File: config.mk
export PLATFORM = sky130hd
export DESIGN_NAME = rcdl_config_loader
export DESIGN_NICKNAME = d
export VERILOG_FILES = /design/src/pkg/rcdl_pkg.sv /design/src/rtl/rcdl_config_loader.sv
export SDC_FILE = /design/constraint.sdc
export NUM_CORES = 1
export LEC_CHECK = 0
export BUFFER_PORTS_ARGS = -buffer_cell sky130_fd_sc_hd__buf_2
export CORE_MARGIN = 1.5
export CORE_UTILIZATION = 40
export CTS_BUF_LIST = sky130_fd_sc_hd__clkbuf_8
export CTS_CLUSTER_DIAMETER = 100
export DETAILED_ROUTE_END_ITERATION = 7
export PLACE_DENSITY = 0.65
export SLEW_MARGIN = 20
export SYNTH_ARGS = -nofsm -noshare
export SYNTH_HDL_FRONTEND = slang
export SYNTH_SLANG_ARGS = --single-unit
File: constraint.sdc
create_clock -name hclk -period 2.9 [get_ports hclk]
set_input_delay 0.29 -clock hclk [delete_from_list [all_inputs] [get_ports hclk]]
set_output_delay 0.29 -clock hclk [all_outputs]
set_load 0.005 [all_outputs]
File: src/pkg/rcdl_pkg.sv
/*
 * Constants for the reset configuration loader: the register map of the
 * AHB-Lite slave, the layout of the four configuration latch bytes, the
 * factory defaults and the pin drive-mode codes.
 * Assumes a 32-bit AHB-Lite bus, one aligned word per register.
 */
package rcdl_pkg;

    // Latch array geometry
    localparam int RCDL_LAT_BYTES = 4;
    localparam int RCDL_LAT_AW = 2;

    // Printed latch indices; byte address is four times the index
    localparam logic [5:0] RCDL_IDX_DRIVE_LOW = 6'h00;
    localparam logic [5:0] RCDL_IDX_DRIVE_HIGH = 6'h01;
    localparam logic [5:0] RCDL_IDX_RESET_DEBUG = 6'h02;
    localparam logic [5:0] RCDL_IDX_BOOT_DEBUG = 6'h03;
    // Pin bank and status words (word indices)
    localparam logic [5:0] RCDL_IDX_DRIVE_MODE = 6'h04;
    localparam logic [5:0] RCDL_IDX_DATA = 6'h05;
    localparam logic [5:0] RCDL_IDX_HW_OUT_EN = 6'h06;
    localparam logic [5:0] RCDL_IDX_DIG_IN_EN = 6'h07;
    localparam logic [5:0] RCDL_IDX_PIN_STATE = 6'h08;
    localparam logic [5:0] RCDL_IDX_STATUS = 6'h09;
    localparam logic [5:0] RCDL_IDX_ACTIVE_CFG = 6'h0a;
    localparam logic [5:0] RCDL_IDX_WRITE_COUNT = 6'h0b;

    // Field positions inside the 32-bit applied configuration word
    localparam int RCDL_XRES_BIT = 23;
    localparam int RCDL_DBG_BIT = 22;
    localparam int RCDL_SPEED_BIT = 24;
    localparam int RCDL_DPT_LSB = 25;
    localparam int RCDL_ECC_BIT = 27;
    localparam int RCDL_PHASE_LSB = 28;
    localparam int RCDL_NO_FIELD = -1;

    // Status word bits
    localparam int RCDL_ST_BOOT_DONE = 0;
    localparam int RCDL_ST_XRES_ACTIVE = 1;

    // Factory defaults of the latch bytes
    localparam logic [7:0] RCDL_DEF_BYTE0 = 8'h00;
    localparam logic [7:0] RCDL_DEF_BYTE1 = 8'h00;
    localparam logic [7:0] RCDL_DEF_BYTE2 = 8'h40;
    localparam logic [7:0] RCDL_DEF_BYTE3 = 8'h0a;

    // Reset drive field codes
    localparam logic [1:0] RCDL_RDM_HIZ_ANALOG = 2'h0;
    localparam logic [1:0] RCDL_RDM_HIZ_DIGITAL = 2'h1;
    localparam logic [1:0] RCDL_RDM_PULL_UP = 2'h2;
    localparam logic [1:0] RCDL_RDM_PULL_DOWN = 2'h3;

    // Debug port select codes
    localparam logic [1:0] RCDL_DPT_OFF = 2'h3;

    // Pin drive-mode codes
    localparam logic [2:0] RCDL_PM_HIZ_ANALOG = 3'h0;
    localparam logic [2:0] RCDL_PM_HIZ_DIGITAL = 3'h1;
    localparam logic [2:0] RCDL_PM_RES_UP = 3'h2;
    localparam logic [2:0] RCDL_PM_RES_DOWN = 3'h3;
    localparam logic [2:0] RCDL_PM_OD_LOW = 3'h4;
    localparam logic [2:0] RCDL_PM_OD_HIGH = 3'h5;
    localparam logic [2:0] RCDL_PM_STRONG = 3'h6;
    localparam logic [2:0] RCDL_PM_RES_BOTH = 3'h7;

    // AHB transfer type
    localparam logic [1:0] RCDL_HTRANS_NONSEQ = 2'h2;

    // Boot sequencer states
    typedef enum logic [1:0] {RCDL_BOOT_LOAD, RCDL_BOOT_APPLY, RCDL_BOOT_RUN} rcdl_boot_t;

    // Bit position of a port's reset drive field, or none
    function automatic int rcdl_rdm_lsb(input int port);
        case (port)
            0: return 0;
            1: return 2;
            2: return 4;
            3: return 6;
            4: return 8;
            5: return 10;
            6: return 12;
            12: return 14;
            15: return 16;
            default: return RCDL_NO_FIELD;
        endcase
    endfunction : rcdl_rdm_lsb

endpackage : rcdl_pkg

File: src/rtl/rcdl_config_loader.sv
/*
 * Reset configuration loader with one port's pin drivers: a four-byte
 * nonvolatile latch array reached over AHB-Lite, a boot sequencer that
 * copies it into the applied configuration after each reset, and the
 * per-pin drive-mode decoder.
 * Assumes an AHB-Lite master with single word transfers, a 25 MHz hclk,
 * and a power-on reset por_n that only clears the latch array.
 */
`timescale 1ns/10ps

// Summary of operation
// - Four latch bytes applied at every reset
// - Port reset drive fields packed in bytes 0-2
// - Reset field: analog, digital, pull-up, pull-down
// - Top of byte 2 makes pin an external reset
// - Bit 6 of byte 2 gates debug access
// - Bit 0 of byte 3 picks boot clock speed
// - Two bits in byte 3 pick debug port
// - Bit 3 of byte 3 enables flash correction
// - Byte 3 top nibble sets clock phase delay
// - Each pin has its own three-bit mode
// - Modes 0 and 1 leave pin floating
// - Mode 2: resistive high, strong low
// - Mode 3: strong high, resistive low
// - Modes 4 and 5 are open drain
// - Mode 6 strong, mode 7 resistive both ways
// - Output from fabric or data register
// - Input always to pin state, fabric if enabled in a non-analog mode after boot
module rcdl_config_loader
    import rcdl_pkg::*;
#(
    parameter int PINS = 8,
    parameter int PORT_NUM = 1,
    parameter int XRES_PORT = 1,
    parameter int XRES_PIN = 2,
    parameter logic [3:0] PHASE_DEFAULT = 4'h0
) (
    // Clock and resets
    input wire logic hclk,
    input wire logic hresetn,
    input wire logic por_n,
    // AHB-Lite slave
    input wire logic hsel,
    input wire logic [31:0] haddr,
    input wire logic [1:0] htrans,
    input wire logic hwrite,
    input wire logic [2:0] hsize,
    input wire logic hready,
    input wire logic [31:0] hwdata,
    output logic [31:0] hrdata,
    output logic hreadyout,
    output logic hresp,
    // Digital fabric side of the pins
    input wire logic [PINS-1:0] fabric_out,
    output logic [PINS-1:0] fabric_in,
    // Pins
    input wire logic [PINS-1:0] pin_in,
    output logic [PINS-1:0] pin_out,
    output logic [PINS-1:0] pin_oe,
    output logic [PINS-1:0] pin_pull_up,
    output logic [PINS-1:0] pin_pull_down,
    output logic [PINS-1:0] pin_analog,
    // Applied configuration
    output logic core_reset_n,
    output logic ext_reset_req,
    output logic ext_reset_pin_select,
    output logic debug_access_enable,
    output logic [1:0] debug_port_select,
    output logic debug_port_enable,
    output logic boot_clock_speed_select,
    output logic flash_correction_enable,
    output logic [3:0] digital_clock_phase_delay
);

    localparam int RDM_LSB = rcdl_rdm_lsb(PORT_NUM);
    localparam bit HAS_XRES = (PORT_NUM == XRES_PORT) && (XRES_PIN < PINS);
    localparam logic [7:0] DEF_BYTE3 = {PHASE_DEFAULT, RCDL_DEF_BYTE3[3:0]};

    typedef struct packed {
        rcdl_boot_t boot;
        logic [RCDL_LAT_AW-1:0] load_idx;
        logic [31:0] active_cfg;
        logic [3*PINS-1:0] drive_mode;
        logic [PINS-1:0] data;
        logic [PINS-1:0] hw_out_en;
        logic [PINS-1:0] dig_in_en;
        logic [PINS-1:0] pin_state;
        logic [PINS-1:0] pin_out;
        logic [PINS-1:0] pin_oe;
        logic [PINS-1:0] pin_pu;
        logic [PINS-1:0] pin_pd;
        logic [PINS-1:0] pin_an;
        logic [PINS-1:0] fab_in;
        logic ext_req;
        logic [15:0] lat_writes;
        logic dp_write;
        logic [5:0] dp_idx;
        logic [31:0] rdata;
    } rcdl_state_t;

    rcdl_state_t s_q;
    rcdl_state_t s_d;

    // Nonvolatile cells: survive hresetn, cleared only at power-on
    logic [7:0] lat_mem [RCDL_LAT_BYTES];
    logic lat_we;
    logic [RCDL_LAT_AW-1:0] lat_waddr;
    logic [7:0] lat_wdata;

    logic addr_take;
    logic [2:0] eff_mode [PINS];
    logic eff_bit [PINS];

    // Pin drive decode: {oe, out, pull_up, pull_down}
    function automatic logic [3:0] decode_drive(input logic [2:0] mode, input logic dbit);
        logic [3:0] r;
        r = 4'h0;
        unique case (mode)
            RCDL_PM_HIZ_ANALOG, RCDL_PM_HIZ_DIGITAL: r = 4'h0;
            RCDL_PM_RES_UP: r = dbit ? 4'h2 : 4'h8;
            RCDL_PM_RES_DOWN: r = dbit ? 4'hc : 4'h1;
            RCDL_PM_OD_LOW: r = dbit ? 4'h0 : 4'h8;
            RCDL_PM_OD_HIGH: r = dbit ? 4'hc : 4'h0;
            RCDL_PM_STRONG: r = {1'b1, dbit, 2'b00};
            RCDL_PM_RES_BOTH: r = {2'b00, dbit, ~dbit};
        endcase
        return r;
    endfunction : decode_drive

    // Reset drive field to mode and data bit used until boot ends
    function automatic logic [3:0] reset_drive(input logic [1:0] field);
        logic [3:0] r;
        r = {RCDL_PM_HIZ_ANALOG, 1'b0};
        unique case (field)
            RCDL_RDM_HIZ_ANALOG: r = {RCDL_PM_HIZ_ANALOG, 1'b0};
            RCDL_RDM_HIZ_DIGITAL: r = {RCDL_PM_HIZ_DIGITAL, 1'b0};
            RCDL_RDM_PULL_UP: r = {RCDL_PM_RES_UP, 1'b1};
            RCDL_RDM_PULL_DOWN: r = {RCDL_PM_RES_DOWN, 1'b0};
        endcase
        return r;
    endfunction : reset_drive

    // This port's reset drive field, or analog if it has none
    function automatic logic [1:0] port_field(input logic [31:0] cfg);
        if (RDM_LSB == RCDL_NO_FIELD) begin
            return RCDL_RDM_HIZ_ANALOG;
        end
        return cfg[RDM_LSB +: 2];
    endfunction : port_field

    // Address phase accepted by this slave
    assign addr_take = hsel && hready && (htrans == RCDL_HTRANS_NONSEQ);

    // Effective mode and output bit per pin
    for (genvar i = 0; i < PINS; i++) begin : g_pin
        logic [3:0] rst_drv;
        assign rst_drv = reset_drive(port_field(s_q.active_cfg));
        always_comb begin
            if (HAS_XRES && (i == XRES_PIN) && s_q.active_cfg[RCDL_XRES_BIT]) begin
                eff_mode[i] = RCDL_PM_HIZ_DIGITAL;
                eff_bit[i] = 1'b0;
            end else if (s_q.boot != RCDL_BOOT_RUN) begin
                eff_mode[i] = rst_drv[3:1];
                eff_bit[i] = rst_drv[0];
            end else begin
                eff_mode[i] = s_q.drive_mode[3*i +: 3];
                eff_bit[i] = s_q.hw_out_en[i] ? fabric_out[i] : s_q.data[i];
            end
        end
    end

    // Next-state logic: boot sequencer, register writes, pins, read data
    always_comb begin
        logic [31:0] wd;
        logic [3:0] drv;
        wd = hwdata;
        drv = 4'h0;
        s_d = s_q;
        lat_we = 1'b0;
        lat_waddr = s_q.dp_idx[RCDL_LAT_AW-1:0];
        lat_wdata = wd[7:0];

        // Copy one latch byte per cycle, then release the core
        unique case (s_q.boot)
            RCDL_BOOT_LOAD: begin
                s_d.active_cfg[8*s_q.load_idx +: 8] = lat_mem[s_q.load_idx];
                s_d.load_idx = s_q.load_idx + 1'b1;
                if (s_q.load_idx == RCDL_LAT_AW'(RCDL_LAT_BYTES - 1)) begin
                    s_d.boot = RCDL_BOOT_APPLY;
                end
            end
            RCDL_BOOT_APPLY: s_d.boot = RCDL_BOOT_RUN;
            RCDL_BOOT_RUN: s_d.boot = RCDL_BOOT_RUN;
        endcase

        // Data phase of a write
        if (s_q.dp_write) begin
            unique case (s_q.dp_idx)
                RCDL_IDX_DRIVE_LOW, RCDL_IDX_DRIVE_HIGH, RCDL_IDX_RESET_DEBUG, RCDL_IDX_BOOT_DEBUG: begin
                    lat_we = 1'b1; // Takes effect at the next reset
                    if (s_q.lat_writes != 16'hffff) begin
                        s_d.lat_writes = s_q.lat_writes + 16'h0001;
                    end
                end
                RCDL_IDX_DRIVE_MODE: s_d.drive_mode = wd[3*PINS-1:0];
                RCDL_IDX_DATA: s_d.data = wd[PINS-1:0];
                RCDL_IDX_HW_OUT_EN: s_d.hw_out_en = wd[PINS-1:0];
                RCDL_IDX_DIG_IN_EN: s_d.dig_in_en = wd[PINS-1:0];
                default: ;
            endcase
        end

        // Pin drivers and input path
        s_d.pin_state = pin_in;
        for (int i = 0; i < PINS; i++) begin
            drv = decode_drive(eff_mode[i], eff_bit[i]);
            s_d.pin_oe[i] = drv[3];
            s_d.pin_out[i] = drv[2];
            s_d.pin_pu[i] = drv[1];
            s_d.pin_pd[i] = drv[0];
            s_d.pin_an[i] = (eff_mode[i] == RCDL_PM_HIZ_ANALOG);
            s_d.fab_in[i] = pin_in[i] && s_q.dig_in_en[i] && (eff_mode[i] != RCDL_PM_HIZ_ANALOG)
                && (s_q.boot == RCDL_BOOT_RUN);
        end

        // External reset pin is active low
        s_d.ext_req = HAS_XRES && s_q.active_cfg[RCDL_XRES_BIT] && !s_q.pin_state[XRES_PIN];

        // Address phase: latch request, read from the updated values
        s_d.dp_write = addr_take && hwrite;
        if (addr_take) begin
            s_d.dp_idx = haddr[7:2];
        end
        if (addr_take && !hwrite) begin
            s_d.rdata = 32'h0;
            unique case (haddr[7:2])
                RCDL_IDX_DRIVE_LOW: s_d.rdata = {24'h0, lat_we && lat_waddr == 2'h0 ? lat_wdata : lat_mem[0]};
                RCDL_IDX_DRIVE_HIGH: s_d.rdata = {24'h0, lat_we && lat_waddr == 2'h1 ? lat_wdata : lat_mem[1]};
                RCDL_IDX_RESET_DEBUG: s_d.rdata = {24'h0, lat_we && lat_waddr == 2'h2 ? lat_wdata : lat_mem[2]};
                RCDL_IDX_BOOT_DEBUG: s_d.rdata = {24'h0, lat_we && lat_waddr == 2'h3 ? lat_wdata : lat_mem[3]};
                RCDL_IDX_DRIVE_MODE: s_d.rdata[3*PINS-1:0] = s_d.drive_mode;
                RCDL_IDX_DATA: s_d.rdata[PINS-1:0] = s_d.data;
                RCDL_IDX_HW_OUT_EN: s_d.rdata[PINS-1:0] = s_d.hw_out_en;
                RCDL_IDX_DIG_IN_EN: s_d.rdata[PINS-1:0] = s_d.dig_in_en;
                RCDL_IDX_PIN_STATE: s_d.rdata[PINS-1:0] = s_q.pin_state;
                RCDL_IDX_STATUS: begin
                    s_d.rdata[RCDL_ST_BOOT_DONE] = (s_q.boot == RCDL_BOOT_RUN);
                    s_d.rdata[RCDL_ST_XRES_ACTIVE] = s_q.ext_req;
                end
                RCDL_IDX_ACTIVE_CFG: s_d.rdata = s_q.active_cfg;
                RCDL_IDX_WRITE_COUNT: s_d.rdata[15:0] = s_d.lat_writes;
                default: s_d.rdata = 32'h0;
            endcase
        end
    end

    // State register
    always_ff @(posedge hclk or negedge hresetn) begin
        if (!hresetn) begin
            s_q <= '{boot: RCDL_BOOT_LOAD, default: '0};
        end else begin
            s_q <= s_d;
        end
    end

    // Latch array, written only by software, cleared to factory values
    always_ff @(posedge hclk or negedge por_n) begin
        if (!por_n) begin
            lat_mem[0] <= RCDL_DEF_BYTE0;
            lat_mem[1] <= RCDL_DEF_BYTE1;
            lat_mem[2] <= RCDL_DEF_BYTE2;
            lat_mem[3] <= DEF_BYTE3;
        end else if (lat_we) begin
            lat_mem[lat_waddr] <= lat_wdata;
        end
    end

    // Bus answer: zero wait, always OKAY
    assign hreadyout = 1'b1;
    assign hresp = 1'b0;
    assign hrdata = s_q.rdata;

    // Pins and fabric
    assign pin_out = s_q.pin_out;
    assign pin_oe = s_q.pin_oe;
    assign pin_pull_up = s_q.pin_pu;
    assign pin_pull_down = s_q.pin_pd;
    assign pin_analog = s_q.pin_an;
    assign fabric_in = s_q.fab_in;

    // Applied configuration outputs
    assign core_reset_n = (s_q.boot == RCDL_BOOT_RUN);
    assign ext_reset_req = s_q.ext_req;
    assign ext_reset_pin_select = s_q.active_cfg[RCDL_XRES_BIT];
    assign debug_access_enable = s_q.active_cfg[RCDL_DBG_BIT];
    assign debug_port_select = s_q.active_cfg[RCDL_DPT_LSB +: 2];
    assign debug_port_enable = s_q.active_cfg[RCDL_DBG_BIT]
        && (s_q.active_cfg[RCDL_DPT_LSB +: 2] != RCDL_DPT_OFF);
    assign boot_clock_speed_select = s_q.active_cfg[RCDL_SPEED_BIT];
    assign flash_correction_enable = s_q.active_cfg[RCDL_ECC_BIT];
    assign digital_clock_phase_delay = s_q.active_cfg[RCDL_PHASE_LSB +: 4];

endmodule : rcdl_config_loader

# ---- Word-level counts from Yosys, hierarchy flattened
# Index checks and enable logic that the tools add are counted.
dict set report classes {
  n_addsub 3
  n_eq_ne 88
  mux 95
  n_shift 2
  reduce_logical 68
  magnitude_cmp 3
  bitwise 10
}
# cell count
set op_table {}
lappend op_table {{4-bit case mux with 7 select lines} 8}
lappend op_table {{4-bit two-way mux} 32}
lappend op_table {{3-bit == test, second input constant} 32}
lappend op_table {{8-bit two-way mux} 11}
lappend op_table {{6-bit case mux with 11 select lines} 1}
lappend op_table {{32-bit bitwise mux} 2}
lappend op_table {{3-bit by 2-bit == test with 1-bit output, second input constant} 16}
lappend op_table {{6-bit by 3-bit == test with 1-bit output, second input constant} 8}
lappend op_table {{16-bit two-way mux} 3}
lappend op_table {{48-bit two-way mux} 1}
lappend op_table {{1-bit logical AND} 35}
lappend op_table {{5-bit negation with 34-bit output} 1}
lappend op_table {{8-bit by 34-bit variable shift with 32-bit output, first input constant} 1}
lappend op_table {{8-bit by 34-bit variable part select with 32-bit output} 1}
lappend op_table {{3-bit two-way mux} 9}
lappend op_table {{3-bit by 1-bit == test with 1-bit output, second input constant} 8}
lappend op_table {{6-bit by 2-bit == test with 1-bit output, second input constant} 4}
lappend op_table {{6-bit by 4-bit == test with 1-bit output, second input constant} 4}
lappend op_table {{3-bit zero test} 8}
lappend op_table {{24-bit two-way mux} 1}
lappend op_table {{2-bit case mux with 12 select lines} 1}
lappend op_table {{8-bit case mux with 3 select lines} 1}
lappend op_table {{3-bit nonzero test} 8}
lappend op_table {{1-bit two-way mux} 19}
lappend op_table {{22 further kinds} 54}
dict set report word_totals {
  ff_bits 228
  inputBits 91
  wordCells 292
  output_inout_bits 95
}

# ---- Logic depth before layout (Yosys ltp)
dict set report logic_depth {
  ltp_word 7
  ltp_mapped 10
  ltp_nobuf 8
}

# ---- Worst setup path before layout
# Ideal clock, no wire load.
dict set report synth_timing {
  kind {flip-flop to flip-flop}
  startpoint {reg s_q[37] in the netlist's numbering}
  endpoint {reg s_q, in the netlist hrdata[1]}
  t_arrival_ns 2.518
  path_buffers 2
  path_stages_with_launch 9
  synth_period_minus_slack_ns 2.660
  path_slack_ns 0.240
  t_required_ns 2.758
  setup_time_ns 0.142
  path_cell_list {dfrtp_1 or4b_1 buf_2 or4b_4 buf_6 mux2_4 a22o_1 a2111oi_2 a32oi_1}
}
dict set report synth_via {
  elab_chain_cells 7
  elab_cells_between_ends 27
  classes_between {eq/ne: 7; mux: 14; reduce/logical: 6}
}
# item line
set synth_rtl {}
lappend synth_rtl {{from (decl)} rcdl_config_loader.sv:101} ;# rcdl_state_t s_q;
lappend synth_rtl {{from (signal assigned)} rcdl_config_loader.sv:260} ;# s_q <= '{boot: RCDL_BOOT_LOAD, default: '0};
lappend synth_rtl {{from (signal assigned)} rcdl_config_loader.sv:262} ;# s_q <= s_d;
lappend synth_rtl {{6-bit by 1-bit == test with 1-bit output, or another cell as far along} rcdl_config_loader.sv:198} ;# unique case (s_q.dp_idx)
lappend synth_rtl {{4-bit OR reduction} rcdl_config_loader.sv:198}
lappend synth_rtl {{1-bit two-way mux} rcdl_config_loader.sv:198}
lappend synth_rtl {{1-bit two-way mux} rcdl_config_loader.sv:197} ;# if (s_q.dp_write) begin
lappend synth_rtl {{1-bit logical AND, on equally long branches} --}
lappend synth_rtl {{8-bit two-way mux, on equally long branches} --}
lappend synth_rtl {{2-bit case mux with 12 select lines *} rcdl_config_loader.sv:236} ;# unique case (haddr[7:2])
# Mark *: on every way between the ends. The rest lies on a longest branch, timed or not.
# A chain may end at the register's enable or synchronous reset.

==> run summary <==
Initial antenna violation count: 1
Register share of total power: 0.507
Die area: 28500 sq um
Fin crit period: 2.70 ns
Final Util: 0.464
Row cnt: 60
Top FF cell, synth: dfrtp_1
Synth area leader: dfrtp_1
Critical path buffers and inverters: 2
Synth Net Count: 1056
Crit path max fanout: 5
Vias/cell: 5.58
Post-Syn Area: 11000 sq um
Remaining antenna violation count: 0
DRC errors left: 0
I/O Buffers: 146
Chip width: 169 um
Tot GR Track Use: 0.213
Synthesized flop and latch total: 228
Syn avg cell area: 11.5 sq um
Initial core utilization: 0.409
CP max stage delay: 0.47 ns
DRT iter0 DRCs: 763
Hold path startpoint: hwdata[20]
Crit path max-delay cell type: and4b_1
CP arrival: 3.10 ns
CTS root buf: clkbuf_8
Sequential area share after synthesis: 0.519
Sequential Area: 5710 sq um
Fillcell total: 2478
Met3 Usage GRT: 0.0526
Logic pwr share: 0.087
Hold WC Path Type: in -> reg
Max-slew headroom: 0.464
VDD IR max: 0.198 mV
Area Growth Syn to Fin: 13.6%
Reg2reg path depth: 8
Cell-internal power: 5.05 mW
Reg2Reg Launch Point: s_q[37]
Gr ovfl total: 0
Share of cells above drive strength 1: 0.330
First-pass GRT wire length: 46200 um
Crit path top cell by count: buf_4
Met2 usage: 0.344
Ys async rst share: 1.00
Clock-pin slew on the worst setup and hold paths: 0.06 ns
Worst-Margin Slew: 0.804 ns
Synth top area cells: dfrtp_1, mux2_2, buf_4
H-tree depth: 2
Pre-CTS setup slack: 0.0399 ns
Reg2reg end: hrdata[7]
CP cell instances: nor4b_1, buf_4, and4b_1, buf_4, mux2_2, a32o_1, a211oi_1, a22oi_1
Critical Path Sink Type: flop
P_leak: 5.97 nW
Post-CTS setup buffers: 0
Synth top area share: 0.511
Final setup margin: 0.199 ns
RSZ-0062 raised after global routing: false
WL final: 30300 um
Vias in the first global route: 7855
Switch Pwr: 1.73 mW
Final setup viols: 0
Met1 global-route usage: 0.285
Vias: 7980
Worst-Skew Late Latency: 0.54 ns
Number of flops mapped to enable cells by yosys: 0
Max Slew Vio Count: 0
Clock skew: 0.0258 ns
Routed WL per cell: 21.2 um
# nets final: 1161
Warnings from Yosys: 0
Power per cell area: 542 nW/um^2
GPL Wtd Cong: 0.896
Die Ht: 169 um
Mapped Cells: 957
Clock Path Buffers: 3
Clock Sinks: 228
Pin count of the biggest net entering global routing: 75
Drt first pass iters: 5
R2R Setup Slk: 0.20 ns
Switching fraction of total power: 0.255
Hold Crit Endpoint: s_q[156]
Clock share of power: 0.406
Post-route clock period utilization: 0.932
Peak Freq: 370 MHz
Hold Path Cell Cnt: 2
Status: finished, final reports clean
Synth cell types: 66
Setup TNS Final: 0 ns
I/O pins: 186
Req. time, crit path: 3.30 ns
CTS tree: done
CP top delay family: simple AND/OR/NAND/NOR gates
Area of the multi-input gates: 4440 sq um
GRT busiest layer: met2
Max Cap Violations: 0
Final Hold Vio Count: 0
Startpoint Class: flop
Critical setup path kind: reg -> reg
CORE AREA: 27000 sq um
DP HPWL: 21800 um
Levels on crit path: 8
Inserted Clock Buffers: 38
## logic make-up after synthesis
group | share of synthesized area
compound gates | 0.130
other cells | 0.000682
flops | 0.519
buf+inv | 0.0807
simple gates | 0.115
mux | 0.129
fa+ha+maj | 0.00909
xor+xnor | 0.0167
## power groups by stage
| stage | Combinational [mW] | Clock (mW) | Sequential, mW |
|---|---|---|---|
| floorplan | 0.350 | 0 | 3.45 |
| global placement | 0.562 | 0 | 3.48 |
| detailed placement | 0.572 | 0 | 3.49 |
| CTS | 0.587 | 2.82 | 3.43 |
| global route | 0.638 | 2.96 | 3.46 |
| finish | 0.588 | 2.75 | 3.44 |
## routing by layer
layer | vias up | routed length (um)
met1 | 3981 | 13300
met3 | 50 | 2370
li1 | 3620 | -
met4 | 0 | 696
met2 | 329 | 14000
met5 | - | 0
## worst max path at each step
stage          startpoint         to
6_report          s_q[37]  hrdata[7]
5_1_grt           s_q[37]  hrdata[7]
4_1_cts           s_q[37]  hrdata[5]
3_5_place_dp      s_q[37]  hrdata[5]
3_3_place_gp      s_q[37]  hrdata[5]
2_1_floorplan     s_q[37]  hrdata[1]
## final cells by class
class	count	area share
flip-flops and latches	228	0.456
multi-input cells	583	0.355
repair buffers	194	0.0911
clock buffers	48	0.0528
well taps	341	0.0341
clock inverters	17	0.00570
inverters	17	0.00510
diodes	1	0.000200
## placed cells by master (no fill, tap or decap), types with 14 or more instances in the layout
| cell type | synthesis | layout |
|---|---|---|
| dfrtp_1 | 225 | 225 |
| buf_2 | 2 | 145 |
| mux2_2 | 95 | 95 |
| nand2_1 | 70 | 70 |
| clkbuf_8 | 0 | 49 |
| a22o_1 | 46 | 46 |
| a21oi_1 | 43 | 43 |
| buf_4 | 88 | 36 |
| nor2_1 | 32 | 32 |
| inv_1 | 17 | 30 |
| nand3_1 | 29 | 29 |
| a22oi_1 | 25 | 25 |
| o21ai_0 | 21 | 21 |
| and2_1 | 17 | 17 |
| xnor2_1 | 14 | 14 |
## cell usage after synthesis, drive strengths merged (3+ instances only)
cell type and instances:
dfrtp 225, buf 99, mux2 98, nand2 70, a22o 46, a21oi 43
nor2 32, clkbuf 30, nand3 29, a22oi 25, o21ai 21, and2 18
inv 17, xnor2 14, mux2i 13, nor3 12, and3 11, nand2b 11
nor2b 10, ha 8, mux4 8, nor3b 8, a32oi 7, xor2 7
a211oi 6, a32o 6, nand4 6, nor4b 6, o22ai 6, a31oi 5
nor4 5, nand3b 4, or4b 4, a21o 3, a221o 3, a222oi 3
a31o 3, dfstp 3, o2111a 3
## per-stage QoR
stage / total power, mW / cell area (sq um) / instances / hold slack, ns
after floorplan: 3.79 / 11000 / 957 / -0.00559
after global placement: 4.05 / 11700 / 1352 / 0.360
after detailed placement: 4.06 / 11700 / 1352 / 0.359
after CTS: 6.84 / 12500 / 1428 / 0.000711
after global routing: 7.05 / 12500 / 1428 / 0.0272
final: 6.78 / 12500 / 1429 / 0.0270
## repair_timing
item                                    in CTS  in global routing
resized for setup                            0                  4
endpoints found under the setup margin       0                  6
endpoints found under the hold margin      110                  0
hold buffers                                11                  0
## registers in the layout, summed over array words and instances (netlist names), 8 cells and up
name / flops
s_q: 103
hrdata: 32
lat_mem: 32
fabric_in: 8
pin_analog: 8
pin_oe: 8
pin_out: 8
pin_pull_down: 8
pin_pull_up: 8
No activity file was read; power rests on OpenSTA's default activity.
